### config.mk
export PLATFORM = sky130hd
export DESIGN_NAME = smb_latency_top
export DESIGN_NICKNAME = d
export VERILOG_FILES = /design/src/shared/smb_pkg.sv /design/src/shared/smb_fifo_if.sv /design/src/rtl/smb_fifo.sv /design/src/rtl/smb_latency_top.sv
export SDC_FILE = /design/constraint.sdc
export NUM_CORES = 2
export LEC_CHECK = 0
export BUFFER_PORTS_ARGS = -buffer_cell sky130_fd_sc_hd__buf_2
export CAP_MARGIN = 20
export CORE_ASPECT_RATIO = 1.5
export CORE_UTILIZATION = 50
export DETAILED_ROUTE_END_ITERATION = 7
export PLACE_DENSITY = 0.68
export SLEW_MARGIN = 20
export SYNTH_ARGS = -nofsm -noshare
export SYNTH_HDL_FRONTEND = slang
export SYNTH_SLANG_ARGS = --single-unit
### constraint.sdc
create_clock -name CORE_CLK -period 61.2 [get_ports CORE_CLK]
set_clock_uncertainty 0.05 [all_clocks]
set_input_delay 12.24 -clock CORE_CLK [delete_from_list [all_inputs] [get_ports CORE_CLK]]
set_output_delay 12.24 -clock CORE_CLK [all_outputs]
set_load 0.02 [all_outputs]
### src/shared/smb_pkg.sv
// constants and types shared by the serial media bridge latency datapath
package smb_pkg;
    localparam int CLK_NS   = 4;           // core clock period in ns
    localparam int STAMP_W  = 16;          // width of the arrival stamp
    localparam int DATA_W   = 8;           // payload byte width
    // ring entry field positions
    localparam int ENT_DATA = 0;           // payload byte lsb
    localparam int ENT_SOP  = 8;           // start-of-packet flag
    localparam int ENT_EOP  = 9;           // terminate flag
    localparam int ENT_STMP = 10;          // stamp lsb
    localparam int ENT_W    = 26;          // whole entry width
    // link speed encodings
    localparam logic [1:0] SPD_1000 = 2'h0;
    localparam logic [1:0] SPD_100  = 2'h1;
    localparam logic [1:0] SPD_10   = 2'h2;
    localparam logic [3:0] SFD_NIBBLE = 4'hd; // frame delimiter nibble
    // forwarding paths
    typedef enum logic [1:0] {
        PATH_Q2S  = 2'b00,                 // quad in to single out
        PATH_S2Q  = 2'b01,                 // single in to quad out
        PATH_S2S  = 2'b10,                 // single in looped to single out
        PATH_CU2S = 2'b11                  // copper in to single out
    } smb_path_e;
    // copper receive framing states
    typedef enum logic [1:0] {
        CU_IDLE = 2'b00,                   // waiting for a start
        CU_PRE  = 2'b01,                   // 10 Mbps preamble, hunting delimiter
        CU_DATA = 2'b10                    // inside the frame
    } smb_cu_e;
    // least and longest latency in ns, [path][speed 1000/100/10]
    localparam int LAT_MIN_NS [4][3] = '{'{156, 520, 4212}, '{164, 472, 3804},
                                         '{252, 876, 7548}, '{404, 1048, 8577}};
    localparam int LAT_MAX_NS [4][3] = '{'{232, 700, 5472}, '{224, 636, 5048},
                                         '{336, 1172, 10008}, '{484, 1300, 10583}};
    localparam int STEP_NS [3] = '{8, 40, 400};  // added per depth step
    localparam int BYTE_NS [3] = '{8, 80, 800};  // egress byte slot
endpackage : smb_pkg

### src/shared/smb_fifo_if.sv
// carrier between the bridge core and its elastic fifo
`timescale 1ns/1ps
`default_nettype none
interface smb_fifo_if #(parameter int W = 26);
    logic [W-1:0] wdata;   // word offered for writing
    logic         wvalid;  // write offer
    logic         wready;  // fifo has room
    logic [W-1:0] rdata;   // head word
    logic         rvalid;  // fifo holds a word
    logic         rready;  // reader takes the head
    modport fifo (input wdata, wvalid, rready, output wready, rdata, rvalid);
    modport user (output wdata, wvalid, rready, input wready, rdata, rvalid);
endinterface : smb_fifo_if
`default_nettype wire

### src/rtl/smb_fifo.sv
// elastic fifo with valid and ready on both sides
`timescale 1ns/1ps
`default_nettype none
module smb_fifo #(
    parameter int W     = 26,
    parameter int DEPTH = 8
) (
    input  wire logic clk,
    input  wire logic rst_n,
    smb_fifo_if.fifo  f
);
    localparam int AW = $clog2(DEPTH);

    // refuse depths the pointer wrap cannot serve, at elaboration
    if (DEPTH < 2 || (DEPTH & (DEPTH - 1)) != 0 || W < 1) begin : g_bad_depth
        $error("smb_fifo: DEPTH must be a power of two of at least 2");
    end

    typedef struct packed {
        logic [DEPTH-1:0][W-1:0] mem;  // storage words
        logic [AW-1:0]           wp;   // write pointer
        logic [AW-1:0]           rp;   // read pointer
        logic [AW:0]             cnt;  // words held
    } smb_fifo_s;

    smb_fifo_s st;
    smb_fifo_s nx;
    logic      wr;
    logic      rd;

    // honest flags from the count
    assign f.wready = (st.cnt != (AW+1)'(DEPTH));
    assign f.rvalid = (st.cnt != '0);
    assign f.rdata  = st.mem[st.rp];

    // next state: write, read, count
    always_comb begin
        nx = st;
        wr = f.wvalid && f.wready;
        rd = f.rready && f.rvalid;
        if (wr) begin
            nx.mem[st.wp] = f.wdata;
            nx.wp         = st.wp + 1'b1;
        end
        if (rd) begin
            nx.rp = st.rp + 1'b1;
        end
        nx.cnt = st.cnt + (AW+1)'(wr) - (AW+1)'(rd);
    end

    // state register
    always_ff @(posedge clk or negedge rst_n) begin
        if (!rst_n) begin
            st <= '0;
        end else begin
            st <= nx;
        end
    end
endmodule : smb_fifo
`default_nettype wire

### src/rtl/smb_latency_top.sv
// serial media bridge forwarding datapath with latency shaping
// Notes on behaviour
// - quad to single gig latency 156..232 ns
// - quad to single 100M latency 520..700 ns
// - quad to single 10M latency 4212..5472 ns
// - single to quad gig latency 164..224 ns
// - single to quad 100M latency 472..636 ns
// - single to quad 10M latency 3804..5048 ns
// - single loop gig latency 252..336 ns
// - single loop 100M latency 876..1172 ns
// - single loop 10M latency 7548..10008 ns
// - copper gig start to single 404..484 ns
// - copper gig end codes to terminate likewise
// - copper 100M start, end within 1048..1300 ns
// - copper 10M preamble, delimiter within 8577..10583 ns
// - serial depth steps add 8/40/400 ns
// - copper depth field adds same steps
// - loop figures only with loop mode on
// - gig copper timed from latest of four pairs
// - 10M aligns nibbles to delimiter, drops dribble
// - end bounds assume zero clock drift
`timescale 1ns/1ps
`default_nettype none
module smb_latency_top #(
    parameter int RING  = 32,  // in-flight words per path
    parameter int FIFOD = 8    // elastic fifo depth
) (
    input  wire logic       CORE_CLK,
    input  wire logic       RST_N,
    input  wire logic [1:0] LINK_SPEED,
    input  wire logic       AUTO_MEDIA_LAT,
    input  wire logic       COPPER_SEL,
    input  wire logic [1:0] SER_BUF_DEPTH,
    input  wire logic [1:0] CU_BUF_DEPTH,
    input  wire logic [7:0] QUAD_SERIAL_RX_DATA,
    input  wire logic       QUAD_SERIAL_RX_VALID,
    input  wire logic       QUAD_SERIAL_RX_SOP,
    input  wire logic       QUAD_SERIAL_RX_EOP,
    output logic            QUAD_SERIAL_RX_READY,
    input  wire logic [7:0] SINGLE_SERIAL_RX_DATA,
    input  wire logic       SINGLE_SERIAL_RX_VALID,
    input  wire logic       SINGLE_SERIAL_RX_SOP,
    input  wire logic       SINGLE_SERIAL_RX_EOP,
    output logic            SINGLE_SERIAL_RX_READY,
    input  wire logic [7:0] COPPER_MEDIA_RX_DATA,
    input  wire logic       COPPER_MEDIA_RX_VALID,
    input  wire logic       COPPER_MEDIA_RX_SOP,
    input  wire logic       COPPER_MEDIA_RX_EOP,
    input  wire logic [3:0] COPPER_MEDIA_PAIRS_LOCK,
    output logic [7:0]      SINGLE_SERIAL_TX_DATA,
    output logic            SINGLE_SERIAL_TX_VALID,
    output logic            SINGLE_SERIAL_TX_SOP,
    output logic            SINGLE_SERIAL_TX_EOP,
    output logic [7:0]      QUAD_SERIAL_TX_DATA,
    output logic            QUAD_SERIAL_TX_VALID,
    output logic            QUAD_SERIAL_TX_SOP,
    output logic            QUAD_SERIAL_TX_EOP
);
    localparam int PW = $clog2(RING);
    localparam int SW = smb_pkg::STAMP_W;
    localparam int EW = smb_pkg::ENT_W;

    // refuse ring sizes the pointer wrap cannot serve, at elaboration
    if (RING < 8 || (RING & (RING - 1)) != 0) begin : g_bad_ring
        $error("smb_latency_top: RING must be a power of two of at least 8");
    end

    typedef struct packed {
        logic [SW-1:0]                now;      // free-running stamp clock
        logic [7:0]                   pace;     // egress slot divider
        logic                         pace_en;  // one-cycle egress slot
        smb_pkg::smb_cu_e             cu;       // copper framing state
        logic                         cu_half;  // low nibble held
        logic                         cu_first; // next byte opens frame
        logic [3:0]                   cu_lo;    // held low nibble
        logic [1:0][RING-1:0][EW-1:0] ring;     // in-flight words per path
        logic [1:0][PW-1:0]           wp;       // ring write pointers
        logic [1:0][PW-1:0]           rp;       // ring read pointers
        logic [1:0][PW:0]             cnt;      // ring fill
        logic                         q_rdy;    // quad ingress ready
        logic                         s_rdy;    // single ingress ready
        logic [1:0][7:0]              o_data;   // egress byte
        logic [1:0]                   o_sop;    // egress start
        logic [1:0]                   o_eop;    // egress terminate
        logic [1:0]                   o_val;    // egress strobe
        logic [1:0][SW-1:0]           o_age;    // latency of egress word
    } smb_state_s;

    smb_state_s          st;
    smb_state_s          nx;
    logic [1:0]          rsync;   // reset release stages
    logic                rst_n;   // released reset copy
    logic                loop;    // loop latency mode
    logic [1:0]          spd;     // clamped speed
    smb_pkg::smb_path_e  src0;    // source feeding single out
    logic [1:0]          dep0;    // depth setting of single-out path
    logic [1:0][SW-1:0]  tgt;     // least latency per path in cycles
    logic [1:0]          w_en;    // ring write per path
    logic [1:0][EW-1:0]  w_ent;   // ring write entry
    logic [1:0]          rel;     // ring release per path
    logic [1:0][SW-1:0]  age;     // age of ring head
    logic                cu_v;    // copper word ready for ring
    logic                cu_s;    // copper start flag
    logic                cu_e;    // copper terminate flag
    logic [7:0]          cu_d;    // copper byte
    logic [1:0]          f_wready;
    logic [1:0]          f_rvalid;
    logic [1:0][EW-1:0]  f_rdata;

    // least latency in cycles, rounded up, plus depth steps
    function automatic logic [SW-1:0] lat_min(input smb_pkg::smb_path_e p,
                                              input logic [1:0] sp,
                                              input logic [1:0] dep);
        int ns;
        ns = smb_pkg::LAT_MIN_NS[int'(p)][int'(sp)] + int'(dep) * smb_pkg::STEP_NS[int'(sp)];
        return SW'((ns + smb_pkg::CLK_NS - 1) / smb_pkg::CLK_NS);
    endfunction : lat_min

    // longest latency in cycles, rounded down
    function automatic logic [SW-1:0] lat_max(input smb_pkg::smb_path_e p,
                                              input logic [1:0] sp);
        return SW'(smb_pkg::LAT_MAX_NS[int'(p)][int'(sp)] / smb_pkg::CLK_NS);
    endfunction : lat_max

    // two-stage reset release
    always_ff @(posedge CORE_CLK or negedge RST_N) begin
        if (!RST_N) begin
            rsync <= 2'h0;
        end else begin
            rsync <= {rsync[0], 1'b1};
        end
    end
    assign rst_n = rsync[1];

    // one elastic fifo per egress path
    generate
        for (genvar g = 0; g < 2; g++) begin : g_path
            smb_fifo_if #(.W(EW)) fi ();
            assign fi.wdata    = st.ring[g][st.rp[g]];
            assign fi.wvalid   = rel[g];
            assign fi.rready   = st.pace_en;
            assign f_wready[g] = fi.wready;
            assign f_rvalid[g] = fi.rvalid;
            assign f_rdata[g]  = fi.rdata;
            smb_fifo #(.W(EW), .DEPTH(FIFOD)) u_fifo (
                .clk   (CORE_CLK),
                .rst_n (rst_n),
                .f     (fi.fifo)
            );
        end
    endgenerate

    // next state of the whole datapath
    always_comb begin
        nx     = st;
        cu_v   = 1'b0;
        cu_s   = 1'b0;
        cu_e   = 1'b0;
        cu_d   = COPPER_MEDIA_RX_DATA;
        w_en   = '0;
        w_ent  = '0;
        rel    = '0;
        age    = '0;
        spd    = (LINK_SPEED == 2'h3) ? smb_pkg::SPD_10 : LINK_SPEED;
        loop   = AUTO_MEDIA_LAT;
        // loop mode steers single out from the looped single or copper input
        if (!loop) begin
            src0 = smb_pkg::PATH_Q2S;
        end else if (COPPER_SEL) begin
            src0 = smb_pkg::PATH_CU2S;
        end else begin
            src0 = smb_pkg::PATH_S2S;
        end
        // copper path uses its own depth field
        dep0   = (src0 == smb_pkg::PATH_CU2S) ? CU_BUF_DEPTH : SER_BUF_DEPTH;
        tgt[0] = lat_min(src0, spd, dep0);
        tgt[1] = lat_min(smb_pkg::PATH_S2Q, spd, SER_BUF_DEPTH);
        nx.now = st.now + 1'b1;

        // egress slot divider, one byte time per slot
        if (st.pace == 8'h00) begin
            nx.pace    = 8'((smb_pkg::BYTE_NS[int'(spd)] / smb_pkg::CLK_NS) - 1);
            nx.pace_en = 1'b1;
        end else begin
            nx.pace    = st.pace - 1'b1;
            nx.pace_en = 1'b0;
        end

        // copper receive framing
        if (COPPER_MEDIA_RX_VALID) begin
            case (st.cu)
                smb_pkg::CU_IDLE: begin
                    // gig start counts only once all pairs have arrived
                    if (COPPER_MEDIA_RX_SOP && (spd != smb_pkg::SPD_1000 ||
                                                &COPPER_MEDIA_PAIRS_LOCK)) begin
                        if (spd == smb_pkg::SPD_10) begin
                            nx.cu      = smb_pkg::CU_PRE;
                            nx.cu_half = 1'b0;
                        end else begin
                            nx.cu = smb_pkg::CU_DATA;
                            cu_v  = 1'b1;
                            cu_s  = 1'b1;
                        end
                    end
                end
                smb_pkg::CU_PRE: begin
                    // nibbles align to the delimiter
                    if (COPPER_MEDIA_RX_EOP) begin
                        nx.cu = smb_pkg::CU_IDLE;
                    end else if (COPPER_MEDIA_RX_DATA[3:0] == smb_pkg::SFD_NIBBLE) begin
                        nx.cu       = smb_pkg::CU_DATA;
                        nx.cu_first = 1'b1;
                        nx.cu_half  = 1'b0;
                    end
                end
                smb_pkg::CU_DATA: begin
                    if (COPPER_MEDIA_RX_EOP) begin
                        // end code becomes terminate, a held nibble is dribble
                        cu_v       = 1'b1;
                        cu_e       = 1'b1;
                        nx.cu      = smb_pkg::CU_IDLE;
                        nx.cu_half = 1'b0;
                    end else if (spd != smb_pkg::SPD_10) begin
                        cu_v = 1'b1;
                    end else if (!st.cu_half) begin
                        nx.cu_lo   = COPPER_MEDIA_RX_DATA[3:0];
                        nx.cu_half = 1'b1;
                    end else begin
                        // low nibble first, then high
                        cu_v        = 1'b1;
                        cu_d        = {COPPER_MEDIA_RX_DATA[3:0], st.cu_lo};
                        cu_s        = st.cu_first;
                        nx.cu_first = 1'b0;
                        nx.cu_half  = 1'b0;
                    end
                end
                default: begin
                    nx.cu = smb_pkg::CU_IDLE;
                end
            endcase
        end

        // ingress selection for single-out path
        case (src0)
            smb_pkg::PATH_Q2S: begin
                w_en[0]  = QUAD_SERIAL_RX_VALID && st.q_rdy;
                w_ent[0] = {st.now, QUAD_SERIAL_RX_EOP, QUAD_SERIAL_RX_SOP, QUAD_SERIAL_RX_DATA};
            end
            smb_pkg::PATH_S2S: begin
                w_en[0]  = SINGLE_SERIAL_RX_VALID && st.s_rdy;
                w_ent[0] = {st.now, SINGLE_SERIAL_RX_EOP, SINGLE_SERIAL_RX_SOP, SINGLE_SERIAL_RX_DATA};
            end
            default: begin
                w_en[0]  = cu_v && (st.cnt[0] != (PW+1)'(RING));
                w_ent[0] = {st.now, cu_e, cu_s, cu_d};
            end
        endcase
        // single in reaches quad out only outside loop mode
        w_en[1]  = !loop && SINGLE_SERIAL_RX_VALID && st.s_rdy;
        w_ent[1] = {st.now, SINGLE_SERIAL_RX_EOP, SINGLE_SERIAL_RX_SOP, SINGLE_SERIAL_RX_DATA};

        // per path: hold each word until due, then pass to the elastic fifo
        for (int g = 0; g < 2; g++) begin
            age[g] = st.now - st.ring[g][st.rp[g]][smb_pkg::ENT_STMP +: SW];
            // two cycles of fifo and egress register follow the release
            rel[g] = (st.cnt[g] != '0) && (age[g] >= tgt[g] - SW'(2)) && f_wready[g];
            if (rel[g]) begin
                nx.rp[g] = st.rp[g] + 1'b1;
            end
            if (w_en[g]) begin
                nx.ring[g][st.wp[g]] = w_ent[g];
                nx.wp[g]             = st.wp[g] + 1'b1;
            end
            nx.cnt[g] = st.cnt[g] + (PW+1)'(w_en[g]) - (PW+1)'(rel[g]);
            // fifo drains at the egress byte rate; equal rates assumed
            nx.o_val[g] = 1'b0;
            if (st.pace_en && f_rvalid[g]) begin
                nx.o_val[g]  = 1'b1;
                nx.o_data[g] = f_rdata[g][smb_pkg::ENT_DATA +: 8];
                nx.o_sop[g]  = f_rdata[g][smb_pkg::ENT_SOP];
                nx.o_eop[g]  = f_rdata[g][smb_pkg::ENT_EOP];
                nx.o_age[g]  = st.now - f_rdata[g][smb_pkg::ENT_STMP +: SW] + 1'b1;
            end
        end

        // back-pressure to the serial sources
        nx.q_rdy = !loop && (nx.cnt[0] != (PW+1)'(RING));
        nx.s_rdy = loop ? (!COPPER_SEL && (nx.cnt[0] != (PW+1)'(RING)))
                        : (nx.cnt[1] != (PW+1)'(RING));
    end

    // state register
    always_ff @(posedge CORE_CLK or negedge rst_n) begin
        if (!rst_n) begin
            st <= '0;
        end else begin
            st <= nx;
        end
    end

    // ports straight from state
    assign QUAD_SERIAL_RX_READY   = st.q_rdy;
    assign SINGLE_SERIAL_RX_READY = st.s_rdy;
    assign SINGLE_SERIAL_TX_DATA  = st.o_data[0];
    assign SINGLE_SERIAL_TX_VALID = st.o_val[0];
    assign SINGLE_SERIAL_TX_SOP   = st.o_sop[0];
    assign SINGLE_SERIAL_TX_EOP   = st.o_eop[0];
    assign QUAD_SERIAL_TX_DATA    = st.o_data[1];
    assign QUAD_SERIAL_TX_VALID   = st.o_val[1];
    assign QUAD_SERIAL_TX_SOP     = st.o_sop[1];
    assign QUAD_SERIAL_TX_EOP     = st.o_eop[1];

    // single out never leaves earlier than the least latency
    a_sout_min_lat: assert property (@(posedge CORE_CLK) disable iff (!rst_n)
        st.o_val[0] |-> st.o_age[0] >= tgt[0])
        else $error("single out word left before its least latency");

    // single out within the longest latency at minimum depth
    a_sout_max_lat: assert property (@(posedge CORE_CLK) disable iff (!rst_n)
        st.o_val[0] && dep0 == 2'h0 |-> st.o_age[0] <= lat_max(src0, spd))
        else $error("single out word exceeded its longest latency");

    // quad out word that opens a valid run never leaves earlier than the least latency
    a_qout_min_lat: assert property (@(posedge CORE_CLK) disable iff (!rst_n)
        $rose(st.o_val[1]) |-> st.o_age[1] >= tgt[1])
        else $error("quad out word left before its least latency");

    // quad out within the longest latency at minimum depth
    a_qout_max_lat: assert property (@(posedge CORE_CLK) disable iff (!rst_n)
        st.o_val[1] && SER_BUF_DEPTH == 2'h0 |->
        st.o_age[1] <= lat_max(smb_pkg::PATH_S2Q, spd))
        else $error("quad out word exceeded its longest latency");

    // deepest setting adds three steps over the base
    a_depth_grows: assert property (@(posedge CORE_CLK) disable iff (!rst_n)
        st.o_val[0] && !loop && SER_BUF_DEPTH == 2'h3 |->
        st.o_age[0] >= lat_min(smb_pkg::PATH_Q2S, spd, 2'h0) + SW'(3 * smb_pkg::STEP_NS[int'(spd)] / 4))
        else $error("depth setting did not add its latency");

    // in loop mode the quad ingress is refused
    a_loop_gate: assert property (@(posedge CORE_CLK) disable iff (!rst_n)
        loop |=> !st.q_rdy)
        else $error("quad ingress ready while in loop mode");

    // gig copper start only with all pairs arrived
    a_pairs_latest: assert property (@(posedge CORE_CLK) disable iff (!rst_n)
        cu_s && spd == smb_pkg::SPD_1000 |-> &COPPER_MEDIA_PAIRS_LOCK)
        else $error("copper start taken before the latest pair");

    // a held nibble at frame end is dropped
    a_dribble_drop: assert property (@(posedge CORE_CLK) disable iff (!rst_n)
        cu_e && spd == smb_pkg::SPD_10 |=> !st.cu_half && st.cu == smb_pkg::CU_IDLE)
        else $error("dribble nibble survived frame end");

    // rings never overrun
    a_no_overrun: assert property (@(posedge CORE_CLK) disable iff (!rst_n)
        st.cnt[0] <= (PW+1)'(RING) && st.cnt[1] <= (PW+1)'(RING))
        else $error("ring fill exceeded its depth");
endmodule : smb_latency_top
`default_nettype wire

==> results.txt <==
Post-synth EDFFs - 0
Die Ht - 524 µm
Final period util - 32.5%
WL/cell - 26.3 µm
CTS tree - yes
Slew Limit Fails - 0
status - finished, final reports clean
CTS max path bufs - 4
crit start category - input pin
CP max stage cell - nor4bb_1
Detail Route Antenna Nets - 0
Worst Max-Slew Pin Slew - 1.16 ns
flip-flop and latch area - 0.0485 mm²
Remaining DRCs - 0
DP Area - 0.0934 mm²
crit path time final - 19.88 ns
io pins - 71
area of the multi-input gates - 0.0401 mm²
antenna violations before repair - 2
ys flop type - dfrtp_1
Post-CTS Setup Repair Bufs - 0
origin of the worst min-delay path - rsync[0]$_DFF_PN0_
number of port buffers - 70
clk slew on worst S/H paths - 0.06 ns
cell taking the most area after synthesis - dfrtp_1
Yosys Warn Count - 0
Post-Syn Instances - 6,300
crit-path max FO - 27
sequential share of the synthesized area - 53.3%
vias per inst - 6.07
die extent in x - 350 µm
Post-Layout Inst Area - 0.0993 mm²
Total GRT Usage - 25.5%
post-cts resize count - 0
Netlist cell types - 80
CTS H-Tree Depth - 4
PD cells - 44.3 mW/mm²
post-DP HPWL - 135,000 µm
Die Area - 0.184 mm²
WL final - 229,000 µm
standard-cell rows - 191
TritonCTS Buffers - 182
P_leak - 46.2 nW
root buffer selected by CTS - clkbuf_16
top cells by area, synth - dfrtp_1 (53%), mux2_2 (18%), mux4_2 (13%), a21oi_1 (1.9%), ha_1 (1.9%)
#FFs+latches synth - 1,935
gr ovfl total - 0
first-pass GRT wire length - 353,000 µm
worst vdd ir - 0.0000352 V
async set-reset flop share out of synthesis - 100%
maxcap violations - 0
top cell type's share of synthesized area - 53.3%
max frequency - 50.3 MHz
Post-Syn Area per Cell - 14.4 µm²
RePlAce Congestion - 0.798
Filler cells - 14,400
Iter 0 DRT Violations - 3,718
most frequent CP cell - ha_1
normalized max-slew margin - 22.6%
CTS Hold Buffers Added - 0
launch point of the worst path - COPPER_SEL
type of the most critical hold path - reg -> reg
Sinks on Clock Net - 1,935
Area Growth Syn to Fin - 9.31%
Setup violations, final - 0
vias in the first global route - 56,000
crit path DAT - 20.51 ns
vias post-DR - 52,800
Mapped Area - 0.0909 mm²
Crit path required time - 61.83 ns
Starting Density - 50.4%
Fin Setup TNS - 0 ns
first-pass iteration count of the detailed router - 5
share of layout cells above drive strength 1 - 42.0%
largest net degree at the start of global routing - 204
final hold vios - 0
Worst Setup End Kind - flip-flop
RSZ-0062 raised after global routing - no
Placeable Area - 0.180 mm²
Total Nets Final - 6,349
count leader, synth - dfrtp_1
Reg2Reg Launch Point - st[68]$_DFFE_PN0P_
Clock Latency Late Sink - 0.85 ns
Crit Path Category - in -> reg
top cells by count, synth - dfrtp_1 (1,935), mux2_2 (1,479), mux4_2 (540), nor2_1 (381), a21oi_1 (349)
largest stage delay on the critical path - 0.61 ns
syn_nets - 6,496
## cells by family (layout without fill, tap and decap cells)
logic type | Yosys count | count (layout) | share of synthesized area, %
AO/OA/AOI/OAI | 551 | 551 | 3.41
adder cells (fa/ha/maj) | 149 | 149 | 2.14
flip-flops | 1935 | 1935 | 53.3
other | 1 | 2 | 0.00413
buffers and inverters | 636 | 622 | 3.03
multiplexers | 2149 | 2149 | 33.3
XOR/XNOR | 106 | 106 | 1.02
AND/OR/NAND/NOR | 773 | 773 | 3.85
## critical path, delay by kind of cell
family	cells	cell delay, ns
mux	1	0.33
fa+ha+maj	6	1.87
xor+xnor	1	0.18
compound gates	11	3.19
simple gates	7	2.10
buf+inv	3	0.59
## final timing paths
check | slack [ns] | end | depth (start not counted)
max | 41.32 | SINGLE_SERIAL_RX_READY$_DFF_PN0_ | 29
min | 0.30 | rsync[1]$_DFF_PN0_ | 0
max reg2reg | 50.31 | SINGLE_SERIAL_RX_READY$_DFF_PN0_ | 28
min reg2reg | 0.30 | rsync[1]$_DFF_PN0_ | 0
max in group asynchronous | 49.81 | rsync[1]$_DFF_PN0_ | 1
min in group asynchronous | 0.33 | st[755]$_DFFE_PN0P_ | 0
## through the flow
| stage | power (mW) | hold slack [ns] | worst slack (ns) | instances | util, % |
|---|---|---|---|---|---|
| 4_1_cts | 4.44 | 0.308 | 41.29 | 8697 | 55.0 |
| 3_3_place_gp | 3.24 | 0.290 | 40.59 | 8379 | 51.7 |
| 5_1_grt | 4.64 | 0.311 | 40.65 | 8699 | 55.1 |
| 6_report | 4.41 | 0.304 | 41.32 | 8699 | 55.1 |
| 2_1_floorplan | 2.91 | 0.281 | 3.22 | 6300 | - |
| 3_5_place_dp | 3.30 | 0.293 | 40.50 | 8380 | 51.7 |
## metal layers
metal | wire length [µm] | global-route usage, % | part of all wire [%] | vias to the layer above
li1 | - | - | - | 22600
met1 | 94600 | 33.5 | 41 | 28700
met2 | 117000 | 44.1 | 51 | 1177
met3 | 9140 | 2.73 | 4.0 | 396
met4 | 7550 | 8.37 | 3.3 | 0
met5 | 0 | 0 | 0 | -
## power breakdown
group	internal, mW	switching, mW	leakage [nW]	total [mW]
clock	0.649	0.491	2.92	1.14
sequential	1.56	0.193	26.0	1.75
combinational	0.735	0.776	17.3	1.51
## flip-flops by register name (all words and copies together) (netlist names)
register / flops
SINGLE_SERIAL_RX_READY: 1
rsync: 2
SINGLE_SERIAL_TX_DATA: 8
QUAD_SERIAL_TX_EOP: 1
QUAD_SERIAL_RX_READY: 1
QUAD_SERIAL_TX_SOP: 1
SINGLE_SERIAL_TX_SOP: 1
st: 1728
g_path.fi.rready: 1
QUAD_SERIAL_TX_DATA: 8
QUAD_SERIAL_TX_VALID: 1
SINGLE_SERIAL_TX_EOP: 1
g_path.u_fifo.st: 180
SINGLE_SERIAL_TX_VALID: 1
## cell type report
class                           instances  share of cell area [%]
Antenna cell                            1                 0.00252
Clock buffer                          267                    5.40
Clock inverter                         50                   0.553
Inverter                               95                   0.359
Multi-Input combinational cell       3729                    40.3
Sequential cell                      1935                    48.8
Tap cell                             2412                    3.04
Timing Repair Buffer                  210                    1.52
## cell usage in the layout, fill, tap and decap left out, types with 20 or more instances in the layout
master     synthesis  layout
xor2_1            41      41
dfrtp_1         1935    1909
inv_1             95      95
nand2_1          173     157
buf_4             23     129
o21ai_0           81      81
mux2_2          1479    1479
buf_2            145      70
nor2_4             8      48
a21oi_1          349     341
xnor2_1           65      65
clkbuf_8           0      45
a211oi_1          20      20
a21o_1            26      26
clkbuf_1         337      38
nor2_1           381     365
ha_1             138     138
mux4_2           540     540
nand3_1           41      41
clkbuf_16          0     184
clkinv_2           0      27
mux2i_1          117     117
Power figures use the tool's default switching activity.
